### src/prot_pkg.sv
package prot_pkg;
  // apb register byte offsets
  localparam logic [7:0] OFF_RESTART_CFG = 8'h00;
  localparam logic [7:0] OFF_RESTART_TIME = 8'h04;
  localparam logic [7:0] OFF_TORQUE_CFG = 8'h08;
  localparam logic [7:0] OFF_HEAT_CFG = 8'h0C;
  localparam logic [7:0] OFF_OUTSEL = 8'h10;
  localparam logic [7:0] OFF_STATUS = 8'h14;
  // field positions
  localparam int POS_LIMIT = 0;
  localparam int POS_RELAY = 4;
  localparam int POS_RIDE = 5;
  localparam int POS_INTERVAL = 0;
  localparam int POS_BASEBLOCK = 16;
  localparam int POS_TSEL = 0;
  localparam int POS_TLEVEL = 4;
  localparam int POS_TTIME = 16;
  localparam int POS_HLEVEL = 0;
  localparam int POS_HACT = 8;
  localparam int POS_HRED = 16;
  localparam int POS_OSEL_TWO = 8;
  // reset values and legal range limits
  localparam logic [3:0] RST_LIMIT = 4'h0;
  localparam logic [3:0] MAX_LIMIT = 4'hA;
  localparam logic RST_RELAY = 1'b0;
  localparam logic [1:0] RST_RIDE = 2'h0;
  localparam logic [12:0] RST_INTERVAL = 13'h0708;
  localparam logic [12:0] MIN_INTERVAL = 13'h0005;
  localparam logic [12:0] MAX_INTERVAL = 13'h1770;
  localparam logic [12:0] RST_BASEBLOCK = 13'h0005;
  localparam logic [3:0] RST_TSEL = 4'h0;
  localparam logic [9:0] RST_TLEVEL = 10'h00F;
  localparam logic [9:0] MAX_TLEVEL = 10'h12C;
  localparam logic [7:0] RST_TTIME = 8'h64;
  localparam logic [7:0] MAX_TTIME = 8'h64;
  localparam logic [7:0] RST_HLEVEL = 8'h5F;
  localparam logic [7:0] MIN_HLEVEL = 8'h32;
  localparam logic [7:0] MAX_HLEVEL = 8'h82;
  localparam logic [2:0] RST_HACT = 3'h4;
  localparam logic [9:0] RST_HRED = 10'h0C8;
  localparam logic [7:0] RST_OSEL = 8'h00;
  // output function codes and hysteresis
  localparam logic [7:0] OF_TRQ_NO = 8'h0B;
  localparam logic [7:0] OF_TRQ_NC = 8'h17;
  localparam logic [7:0] OF_RESTART_EN = 8'h1E;
  localparam logic [7:0] OF_HEAT_PRE = 8'h20;
  localparam logic [10:0] TRQ_HYST = 11'h00A;
  // fault flag bit positions
  localparam int NUM_FAULTS = 11;
  localparam int FLT_TORQUE = 5;
  localparam int FLT_BUS_LOW = 9;
  localparam int NUM_THERM = 3;
  // timing: all timers count a 0.1 s tick
  localparam longint CLK_PERIOD_PS = 4000;
  localparam longint TICK_MS = 100;
  localparam int TICK_CYCLES = int'((TICK_MS * 64'd1000000000) / CLK_PERIOD_PS);
  localparam int QUIET_MIN = 10;
  localparam logic [12:0] QUIET_TICKS = 13'(QUIET_MIN * 600);
  // heat action codes
  localparam logic [2:0] HA_RAMP = 3'h0;
  localparam logic [2:0] HA_COAST = 3'h1;
  localparam logic [2:0] HA_FAST = 3'h2;
  localparam logic [2:0] HA_REDUCE = 3'h4;
  typedef enum logic [2:0] {
    ST_RUN, ST_BASEBLOCK, ST_CHECK, ST_ATTEMPT, ST_WAIT, ST_LOCKED
  } rs_state_t;
endpackage : prot_pkg

### src/drive_protection_supervisor.sv
`timescale 1ns/100ps
// How it works
// - restart attempt limit 0..10, default zero
// - baseblock after fault, then recheck fault
// - clean restart forces speed search, counts one
// - failed restart counts if motor was rotated
// - persisting fault: no attempt, count unchanged
// - wait restart interval 0.5..600 s, default 180
// - count clears: quiet ten minutes, power, reset
// - relay select: fault relay during restart
// - only listed faults may auto restart
// - undervoltage restart needs ride-through 1 or 2
// - output code 1E shows restart possible
// - torque select decodes type, action, check window
// - torque level 0..300 percent, default 15
// - torque detect after level held detect time
// - codes B and 17 show torque N.O./N.C.
// - overtorque clears 10 percent below level
// - undertorque clears 10 percent above level
// - heat prealarm level 50..130 C, default 95
// - heat prealarm action selection 0..4
// - alarm-and-reduce keeps running, lowers speed
// - output code 20 follows heatsink over level
// - reduction in percent of max, default 20
module drive_protection_supervisor
  import prot_pkg::*;
#(
  parameter int TICK_DIV = TICK_CYCLES
) (
  // clock and reset
  input wire logic CORE_CLK,
  input wire logic RESET_N,
  // apb slave
  input wire logic PSEL,
  input wire logic PENABLE,
  input wire logic PWRITE,
  input wire logic [7:0] PADDR,
  input wire logic [31:0] PWDATA,
  output logic [31:0] PRDATA,
  output logic PREADY,
  output logic PSLVERR,
  // drive status pins
  input wire logic [NUM_FAULTS-1:0] FAULT_FLAGS,
  input wire logic FAULT_OTHER,
  input wire logic RESET_KEY,
  input wire logic RUN_ACTIVE,
  input wire logic SPEED_AGREE,
  input wire logic RESTART_OK,
  input wire logic RESTART_FAIL,
  input wire logic ROTATE_TRIED,
  input wire logic [9:0] OUT_CURRENT,
  input wire logic [8*NUM_THERM-1:0] HS_TEMP,
  // run and speed commands
  output logic BASEBLOCK,
  output logic RESTART_CMD,
  output logic SEARCH_FORCE,
  output logic STOP_RAMP,
  output logic STOP_COAST,
  output logic STOP_FAST,
  output logic [9:0] SPEED_REDUCE,
  // indications
  output logic FAULT_RELAY,
  output logic TORQUE_ALARM,
  output logic TORQUE_FAULT,
  output logic HEAT_ALARM,
  output logic [1:0] DOUT
);
  localparam int SW = NUM_FAULTS + 8 + 10 + 8 * NUM_THERM;

  // two-flop synchroniser for every pin input
  logic [SW-1:0] sync1_r;
  logic [SW-1:0] sync2_r;
  always_ff @(posedge CORE_CLK or negedge RESET_N) begin
    if (!RESET_N) begin
      sync1_r <= '0;
      sync2_r <= '0;
    end else begin
      sync1_r <= {FAULT_FLAGS, FAULT_OTHER, RESET_KEY, RUN_ACTIVE, SPEED_AGREE, RESTART_OK,
                  RESTART_FAIL, ROTATE_TRIED, 1'b0, OUT_CURRENT, HS_TEMP};
      sync2_r <= sync1_r;
    end
  end
  wire [NUM_FAULTS-1:0] flt_s = sync2_r[SW-1 -: NUM_FAULTS];
  wire other_s = sync2_r[SW-NUM_FAULTS-1];
  wire key_s = sync2_r[SW-NUM_FAULTS-2];
  wire run_s = sync2_r[SW-NUM_FAULTS-3];
  wire agree_s = sync2_r[SW-NUM_FAULTS-4];
  wire ok_s = sync2_r[SW-NUM_FAULTS-5];
  wire fail_s = sync2_r[SW-NUM_FAULTS-6];
  wire rot_s = sync2_r[SW-NUM_FAULTS-7];
  wire [9:0] cur_s = sync2_r[8*NUM_THERM+9 -: 10];
  wire [8*NUM_THERM-1:0] temp_s = sync2_r[8*NUM_THERM-1:0];

  // apb decode; one wait-free access phase, pready registered
  logic pready_r, pslverr_r;
  logic [31:0] prdata_r;
  wire setup_w = PSEL & ~PENABLE;
  wire wr_w = PSEL & PENABLE & PWRITE & pready_r;
  wire hit_cfg = PADDR == OFF_RESTART_CFG;
  wire hit_time = PADDR == OFF_RESTART_TIME;
  wire hit_trq = PADDR == OFF_TORQUE_CFG;
  wire hit_heat = PADDR == OFF_HEAT_CFG;
  wire hit_osel = PADDR == OFF_OUTSEL;
  wire hit_stat = PADDR == OFF_STATUS;
  wire mapped_w = hit_cfg | hit_time | hit_trq | hit_heat | hit_osel | hit_stat;

  // configuration registers
  logic [3:0] limit_r;
  logic relay_sel_r;
  logic [1:0] ride_r;
  logic [12:0] interval_r, bb_time_r;
  logic [3:0] tsel_r;
  logic [9:0] tlevel_r;
  logic [7:0] ttime_r, hlevel_r;
  logic [2:0] hact_r;
  logic [9:0] hred_r;
  logic [7:0] osel_one_r, osel_two_r;

  // limit, interval, torque level and time, and heat level writes clamped to their legal ranges; other fields stored as written
  wire [3:0] wr_limit = PWDATA[POS_LIMIT +: 4];
  wire [3:0] limit_nxt = (wr_limit > MAX_LIMIT) ? MAX_LIMIT : wr_limit;
  wire [12:0] wr_int = PWDATA[POS_INTERVAL +: 13];
  wire [12:0] interval_nxt = (wr_int < MIN_INTERVAL) ? MIN_INTERVAL :
                             (wr_int > MAX_INTERVAL) ? MAX_INTERVAL : wr_int;
  wire [9:0] wr_tlev = PWDATA[POS_TLEVEL +: 10];
  wire [9:0] tlevel_nxt = (wr_tlev > MAX_TLEVEL) ? MAX_TLEVEL : wr_tlev;
  wire [7:0] wr_ttim = PWDATA[POS_TTIME +: 8];
  wire [7:0] ttime_nxt = (wr_ttim > MAX_TTIME) ? MAX_TTIME : wr_ttim;
  wire [7:0] wr_hlev = PWDATA[POS_HLEVEL +: 8];
  wire [7:0] hlevel_nxt = (wr_hlev < MIN_HLEVEL) ? MIN_HLEVEL :
                          (wr_hlev > MAX_HLEVEL) ? MAX_HLEVEL : wr_hlev;

  always_ff @(posedge CORE_CLK or negedge RESET_N) begin
    if (!RESET_N) begin
      limit_r <= RST_LIMIT;
      relay_sel_r <= RST_RELAY;
      ride_r <= RST_RIDE;
      interval_r <= RST_INTERVAL;
      bb_time_r <= RST_BASEBLOCK;
      tsel_r <= RST_TSEL;
      tlevel_r <= RST_TLEVEL;
      ttime_r <= RST_TTIME;
      hlevel_r <= RST_HLEVEL;
      hact_r <= RST_HACT;
      hred_r <= RST_HRED;
      osel_one_r <= RST_OSEL;
      osel_two_r <= RST_OSEL;
    end else begin
      if (wr_w && hit_cfg) begin
        limit_r <= limit_nxt;
        relay_sel_r <= PWDATA[POS_RELAY];
        ride_r <= PWDATA[POS_RIDE +: 2];
      end
      if (wr_w && hit_time) begin
        interval_r <= interval_nxt;
        bb_time_r <= PWDATA[POS_BASEBLOCK +: 13];
      end
      if (wr_w && hit_trq) begin
        tsel_r <= PWDATA[POS_TSEL +: 4];
        tlevel_r <= tlevel_nxt;
        ttime_r <= ttime_nxt;
      end
      if (wr_w && hit_heat) begin
        hlevel_r <= hlevel_nxt;
        hact_r <= PWDATA[POS_HACT +: 3];
        hred_r <= PWDATA[POS_HRED +: 10];
      end
      if (wr_w && hit_osel) begin
        osel_one_r <= PWDATA[7:0];
        osel_two_r <= PWDATA[POS_OSEL_TWO +: 8];
      end
    end
  end

  // 0.1 s tick; the divider is a parameter so simulation can shorten it
  logic [31:0] div_r;
  logic tick_r;
  wire div_end = div_r == 32'(TICK_DIV - 1);
  always_ff @(posedge CORE_CLK or negedge RESET_N) begin
    if (!RESET_N) begin
      div_r <= '0;
      tick_r <= 1'b0;
    end else begin
      div_r <= div_end ? '0 : div_r + 32'h1;
      tick_r <= div_end;
    end
  end

  // torque detection decode
  wire t_en = (tsel_r != 4'h0) && (tsel_r <= 4'h8);
  wire t_over = tsel_r <= 4'h4;
  wire t_flt = (tsel_r == 4'h3) || (tsel_r == 4'h4) || (tsel_r == 4'h7) || (tsel_r == 4'h8);
  wire t_window = run_s & (~tsel_r[0] | agree_s);
  wire [10:0] cur_w = {1'b0, cur_s};
  wire [10:0] lev_w = {1'b0, tlevel_r};
  wire t_beyond = t_over ? (cur_w > lev_w) : (cur_w < lev_w);
  wire t_back = t_over ? (cur_w + TRQ_HYST < lev_w) : (cur_w > lev_w + TRQ_HYST);
  logic [7:0] t_cnt_r;
  logic t_det_r;
  always_ff @(posedge CORE_CLK or negedge RESET_N) begin
    if (!RESET_N) begin
      t_cnt_r <= '0;
      t_det_r <= 1'b0;
    end else begin
      if (!(t_en && t_window && t_beyond))
        t_cnt_r <= '0;
      else if (tick_r && t_cnt_r < ttime_r)
        t_cnt_r <= t_cnt_r + 8'h01;
      if (!t_en || t_back)
        t_det_r <= 1'b0;
      else if (t_window && t_beyond && t_cnt_r >= ttime_r)
        t_det_r <= 1'b1;
    end
  end
  wire trq_trip_w = t_det_r & t_flt & t_over; // overtorque fault is a restartable trip
  wire trq_stop_w = t_det_r & t_flt & ~t_over; // undertorque fault never restarts

  // heatsink thermistor compare, any one over level raises the prealarm
  wire [NUM_THERM-1:0] hot_each;
  genvar g;
  generate
    for (g = 0; g < NUM_THERM; g++) begin : g_therm
      assign hot_each[g] = temp_s[8*g +: 8] > hlevel_r;
    end
  endgenerate
  wire hot_w = |hot_each;

  // restart sequencer
  rs_state_t state_r, state_nxt;
  logic [3:0] count_r;
  logic [12:0] timer_r;
  logic key_d_r;
  wire key_press = key_s & ~key_d_r;
  wire uv_ok = (ride_r == 2'h1) || (ride_r == 2'h2);
  wire [NUM_FAULTS-1:0] flt_all = flt_s | (NUM_FAULTS'(trq_trip_w) << FLT_TORQUE);
  wire fault_now = (|flt_all) | other_s | trq_stop_w;
  wire restartable = ~other_s & ~trq_stop_w & (~flt_all[FLT_BUS_LOW] | uv_ok);
  wire below_limit = count_r < limit_r;
  wire counts_w = ok_s | (fail_s & rot_s);
  wire tmr_done_bb = tick_r && (timer_r >= bb_time_r);
  wire tmr_done_wait = tick_r && (timer_r >= interval_r);
  wire quiet_done = tick_r && (timer_r >= QUIET_TICKS);

  // next state; counter is updated in the clocked state process below
  always_comb begin
    state_nxt = state_r;
    case (state_r)
      ST_RUN: begin
        if (fault_now)
          state_nxt = (restartable && below_limit) ? ST_BASEBLOCK : ST_LOCKED;
      end
      ST_BASEBLOCK: if (tmr_done_bb) state_nxt = ST_CHECK;
      ST_CHECK: state_nxt = fault_now ? ST_WAIT : ST_ATTEMPT;
      ST_ATTEMPT: begin
        if (ok_s)
          state_nxt = ST_RUN;
        else if (fail_s)
          state_nxt = ST_WAIT;
      end
      ST_WAIT: begin
        if (!below_limit)
          state_nxt = ST_LOCKED;
        else if (tmr_done_wait)
          state_nxt = ST_CHECK;
      end
      ST_LOCKED: if (key_press) state_nxt = ST_RUN;
      default: state_nxt = ST_RUN;
    endcase
  end

  wire count_inc = (state_r == ST_ATTEMPT) && counts_w && below_limit;
  wire quiet_clr = (state_r == ST_RUN) && !fault_now && quiet_done;
  wire key_clr = (state_r == ST_LOCKED) && key_press;
  always_ff @(posedge CORE_CLK or negedge RESET_N) begin
    if (!RESET_N) begin
      state_r <= ST_RUN;
      count_r <= '0;
      timer_r <= '0;
      key_d_r <= 1'b0;
    end else begin
      state_r <= state_nxt;
      key_d_r <= key_s;
      // the quiet timer restarts at every state change and saturates
      if (state_nxt != state_r)
        timer_r <= '0;
      else if (tick_r && timer_r != 13'h1FFF)
        timer_r <= timer_r + 13'h0001;
      if (key_clr || quiet_clr)
        count_r <= '0;
      else if (count_inc)
        count_r <= count_r + 4'h1;
    end
  end

  // registered outputs
  wire in_restart = (state_r == ST_BASEBLOCK) || (state_r == ST_CHECK) ||
                    (state_r == ST_ATTEMPT) || (state_r == ST_WAIT);
  wire restart_en_w = (state_r != ST_LOCKED) && below_limit;
  wire reduce_w = hot_w && (hact_r == HA_REDUCE);
  function automatic logic dout_sel(input logic [7:0] code, input logic tdet, input logic hot,
                                    input logic ren);
    case (code)
      OF_TRQ_NO: dout_sel = tdet;
      OF_TRQ_NC: dout_sel = ~tdet;
      OF_RESTART_EN: dout_sel = ren;
      OF_HEAT_PRE: dout_sel = hot;
      default: dout_sel = 1'b0;
    endcase
  endfunction : dout_sel

  wire [31:0] status_w = {21'h0, 3'(state_r), restart_en_w, hot_w, t_det_r,
                          state_r == ST_LOCKED, count_r};
  wire [31:0] rd_w = hit_cfg ? {25'h0, ride_r, relay_sel_r, limit_r} :
                     hit_time ? {3'h0, bb_time_r, 3'h0, interval_r} :
                     hit_trq ? {8'h0, ttime_r, 2'h0, tlevel_r, tsel_r} :
                     hit_heat ? {6'h0, hred_r, 5'h0, hact_r, hlevel_r} :
                     hit_osel ? {16'h0, osel_two_r, osel_one_r} :
                     hit_stat ? status_w : 32'h0;

  always_ff @(posedge CORE_CLK or negedge RESET_N) begin
    if (!RESET_N) begin
      pready_r <= 1'b0;
      pslverr_r <= 1'b0;
      prdata_r <= '0;
      BASEBLOCK <= 1'b0;
      RESTART_CMD <= 1'b0;
      SEARCH_FORCE <= 1'b0;
      FAULT_RELAY <= 1'b0;
      STOP_RAMP <= 1'b0;
      STOP_COAST <= 1'b0;
      STOP_FAST <= 1'b0;
      SPEED_REDUCE <= '0;
      TORQUE_ALARM <= 1'b0;
      TORQUE_FAULT <= 1'b0;
      HEAT_ALARM <= 1'b0;
      DOUT <= '0;
    end else begin
      pready_r <= setup_w;
      pslverr_r <= setup_w & ~mapped_w;
      prdata_r <= (setup_w && !PWRITE) ? rd_w : 32'h0;
      BASEBLOCK <= state_r == ST_BASEBLOCK;
      RESTART_CMD <= state_r == ST_ATTEMPT;
      SEARCH_FORCE <= state_r == ST_ATTEMPT;
      FAULT_RELAY <= (state_r == ST_LOCKED) || (in_restart && relay_sel_r);
      STOP_RAMP <= hot_w && (hact_r == HA_RAMP);
      STOP_COAST <= hot_w && (hact_r == HA_COAST);
      STOP_FAST <= hot_w && (hact_r == HA_FAST);
      SPEED_REDUCE <= reduce_w ? hred_r : 10'h000;
      TORQUE_ALARM <= t_det_r & ~t_flt;
      TORQUE_FAULT <= t_det_r & t_flt;
      HEAT_ALARM <= hot_w;
      DOUT <= {dout_sel(osel_two_r, t_det_r, hot_w, restart_en_w),
               dout_sel(osel_one_r, t_det_r, hot_w, restart_en_w)};
    end
  end
  assign PREADY = pready_r;
  assign PSLVERR = pslverr_r;
  assign PRDATA = prdata_r;
endmodule : drive_protection_supervisor

### config.mk
export PLATFORM = sky130hd
export DESIGN_NAME = drive_protection_supervisor
export DESIGN_NICKNAME = d
export VERILOG_FILES = /design/src/prot_pkg.sv /design/src/drive_protection_supervisor.sv
export SDC_FILE = /design/constraint.sdc
export NUM_CORES = 1
export LEC_CHECK = 0
export BUFFER_PORTS_ARGS = -buffer_cell sky130_fd_sc_hd__buf_4
export CORE_MARGIN = 2
export CORE_UTILIZATION = 59
export DETAILED_ROUTE_END_ITERATION = 16
export MAX_ROUTING_LAYER = met4
export PLACE_DENSITY = 0.92
export SLEW_MARGIN = 20
export SYNTH_ARGS = -nofsm -noshare
export SYNTH_HDL_FRONTEND = slang
export SYNTH_SLANG_ARGS = --single-unit
### constraint.sdc
create_clock -name CORE_CLK -period 3.3 [get_ports CORE_CLK]
set_input_delay 0.66 -clock CORE_CLK [delete_from_list [all_inputs] [get_ports CORE_CLK]]
set_output_delay 0.66 -clock CORE_CLK [all_outputs]
set_load 0.1 [all_outputs]
==> key figures <==
Status
  – Outcome: finished clean

Clock tree
  – CTS H-tree depth: 1
  – CTS sink cnt: 311
  – Post-CTS setup buffer count: 0
  – TritonCTS Buffers: 31
  – Post-CTS sizing: 0
  – Clock root buffer: clkbuf_16
  – Worst-path clk slew: 0.07 ns
  – Cts hold-fix bufs: 0
  – CTS tree: yes
  – Longest Clk Path Bufs: 3
  – Clock Latency Late Sink: 0.57 ns

Floorplan
  – Total Die Area: 26000 µm²
  – Die X: 161 µm
  – Effective utilization at floorplan: 60.1%
  – IO Pins: 153
  – CORE AREA: 24200 µm²
  – Row count: 57
  – Die H: 161 µm

Routing
  – DRC: 0
  – DR iter-0 viols: 1170
  – DRT Pass-1 Iters: 6
  – Post-DRT Antenna Nets: 0
  – Vias per cell: 6.29
  – DR WL/cell: 20.9 µm
  – Vias: 11400
  – Post-Route WL: 38000 µm

Timing
  – RSZ-0062 raised after global routing: no
  – Final-report setup violation count: 0
  – Setup TNS: 0 ns
  – Max-slew headroom: 37.2%
  – Setup Skew: 0.0222 ns
  – Fin crit period: 2.85 ns
  – Slew @ Worst Pin: 0.942 ns
  – Final hold vios: 0
  – Max Slew Vio Count: 0
  – Fmax: 0.351 GHz
  – Crit share post-route: 86.4%

Power
  – P_int: 6.44 mW
  – Sw frac: 24.5%
  – VDD IR-drop max: 0.441 mV
  – Power Dens Cells: 496 nW/µm²
  – Share of power burned in registers: 46.9%
  – Switching pwr: 2.09 mW
  – Total leakage power: 7.98 nW
  – Gate power share: 8.9%
  – Clock power frac: 44.2%

Setup path
  – CP startpoint kind: flip-flop
  – Crit path buf inv count: 0
  – Kind of end point of the critical path: flip-flop
  – Critical path cell sequence: ha_1 -> a2111oi_0 -> o41a_1 -> o2111a_1 -> mux2_2 -> nor4_1
  – Register-to-register setup slack: 0.45 ns
  – Family with the most delay on the worst path: compound AO/OA/AOI/OAI gates
  – Kind of critical path: reg2reg
  – RR Startpoint: count_r[1]
  – Critical path launch point: count_r[1]
  – R2R cell count: 6
  – CP max FO: 13
  – Critical R2R Capture: timer_r[1]
  – Worst stage delay on the critical path: 0.75 ns
  – Crit path arrival time: 3.29 ns
  – Worst path required time: 3.74 ns
  – Worst path slowest cell: a2111oi_0

Placement
  – DP Wirelength: 26700 µm
  – DP Cell Count: 1758
  – Routability cong.: 0.979
  – PortBufs: 146

Global route
  – Total gr overflow: 0
  – Vias in the first global route: 11500
  – First-pass GRT wire length: 60300 µm
  – Pin count of the biggest net entering global routing: 93
  – Gr usage total: 30.2%
  – Antenna violations before repair: 1

Synthesis
  – Mapped Area: 14600 µm²
  – Synth Area per Inst: 11.1 µm²
  – Cells after synthesis: 1314
  – Seq/Total Area, Yosys: 53.6%
  – Synth unique cells: 72
  – Synth warnings: 0
  – Yosys reg bits: 311
  – Async SR Flop Fraction: 100%
  – Ys flop type: dfrtp_1
  – Post-synth EDFFs: 0

Finish
  – Syn-to-layout area delta: 17.9%
  – Share of layout cells above drive strength 1: 20.9%
  – Most frequent cells in the layout: dfrtp_1, buf_4, ha_1
  – Finished Layout Cells: 1816
  – # fillers: 1620
  – Final #Nets: 1660
  – Commonest non-fill, non-tap cell in the layout: dfrtp_1

Run
  – Number of max-cap violations: 0

Hold path
  – Worst hold path class: in2async
==> per-stage QoR <==
| stage | area, µm² | power, mW | hold WS, ns | setup WS (ns) | util, % |
|---|---|---|---|---|---|
| 2_1_floorplan | 14600 | 4.47 | 0.331 | 0.631 | - |
| 3_3_place_gp | 16100 | 4.77 | 0.333 | 0.386 | 66.3 |
| 3_5_place_dp | 16100 | 4.80 | 0.335 | 0.340 | 66.3 |
| 4_1_cts | 17200 | 8.55 | 0.141 | 0.507 | 70.8 |
| 5_1_grt | 17200 | 8.79 | 0.172 | 0.165 | 70.8 |
| 6_report | 17200 | 8.52 | 0.111 | 0.449 | 70.8 |
==> Yosys cell counts (23+ instances only) <==
master,instances,share of area [%]
xor2_1,27,1.6
nor2b_1,25,1.1
mux2_2,49,3.8
o21ai_0,70,2.4
dfrtp_1,288,49
a22oi_1,23,1.2
ha_1,96,8.2
inv_1,74,1.9
dfstp_2,23,4.1
a21oi_1,60,2.1
nand3_1,37,1.3
nor2_1,81,2.1
nor3_1,23,0.79
xnor2_1,28,1.7
clkbuf_1,35,0.90
nand4_1,33,1.4
nor4_1,25,1.1
nand2_1,70,1.8
==> state kept, by name (all words and copies together) (netlist names), 13 cells and up <==
| name | flops |
|---|---|
| interval_r | 13 |
| timer_r | 13 |
| div_r | 32 |
| sync2_r | 52 |
| PRDATA | 29 |
| sync1_r | 52 |
| bb_time_r | 13 |
==> layer usage <==
layer  GRT usage, %  up-vias  part of all wire [%]
met3           5.32      196                   9.3
li1               -     5031                     -
met5              -        -                     0
met2           49.2      678                    49
met1           36.6     5526                    36
met4           14.9        0                   5.6
==> worst max path at each step <==
| stage | end | slack, ns | cells after the start |
|---|---|---|---|
| 5_1_grt | timer_r[1] | 0.17 | 8 |
| 3_5_place_dp | tsel_r[2] | 0.34 | 7 |
| 2_1_floorplan | tlevel_r[5] | 0.63 | 7 |
| 6_report | timer_r[1] | 0.45 | 6 |
| 3_3_place_gp | tsel_r[2] | 0.39 | 7 |
| 4_1_cts | timer_r[1] | 0.51 | 6 |
==> cells by family after synthesis <==
logic type / Yosys count / share of synthesized area, %
AOI/OAI and AO/OA: 280 / 12.8
xor gates and xnor gates: 55 / 3.31
adders and majority gates: 96 / 8.25
buffers and inverters: 126 / 3.44
DFF: 311 / 53.6
muxes: 54 / 4.13
other: 1 / 0.0257
and+or+nand+nor: 391 / 14.5
==> power groups by stage <==
stage	clock network (mW)	logic [mW]	registers, mW
after global routing	3.97	0.816	4.00
after floorplan	0	0.350	4.12
after CTS	3.80	0.753	3.99
final	3.77	0.760	4.00
after global placement	0	0.718	4.05
after detailed placement	0	0.745	4.06
==> cell type report <==
type / instances / area [µm²] / area share (%)
clock buffers: 39 / 846 / 4.92
multi-input cells: 879 / 6260 / 36.5
repair buffers: 169 / 1310 / 7.65
well taps: 324 / 405 / 2.36
flip-flops and latches: 311 / 7810 / 45.5
inverters: 75 / 282 / 1.64
diodes: 1 / 2.50 / 0.0146
clock inverters: 18 / 251 / 1.46
Note: power is estimated with default switching activity, not from simulation.
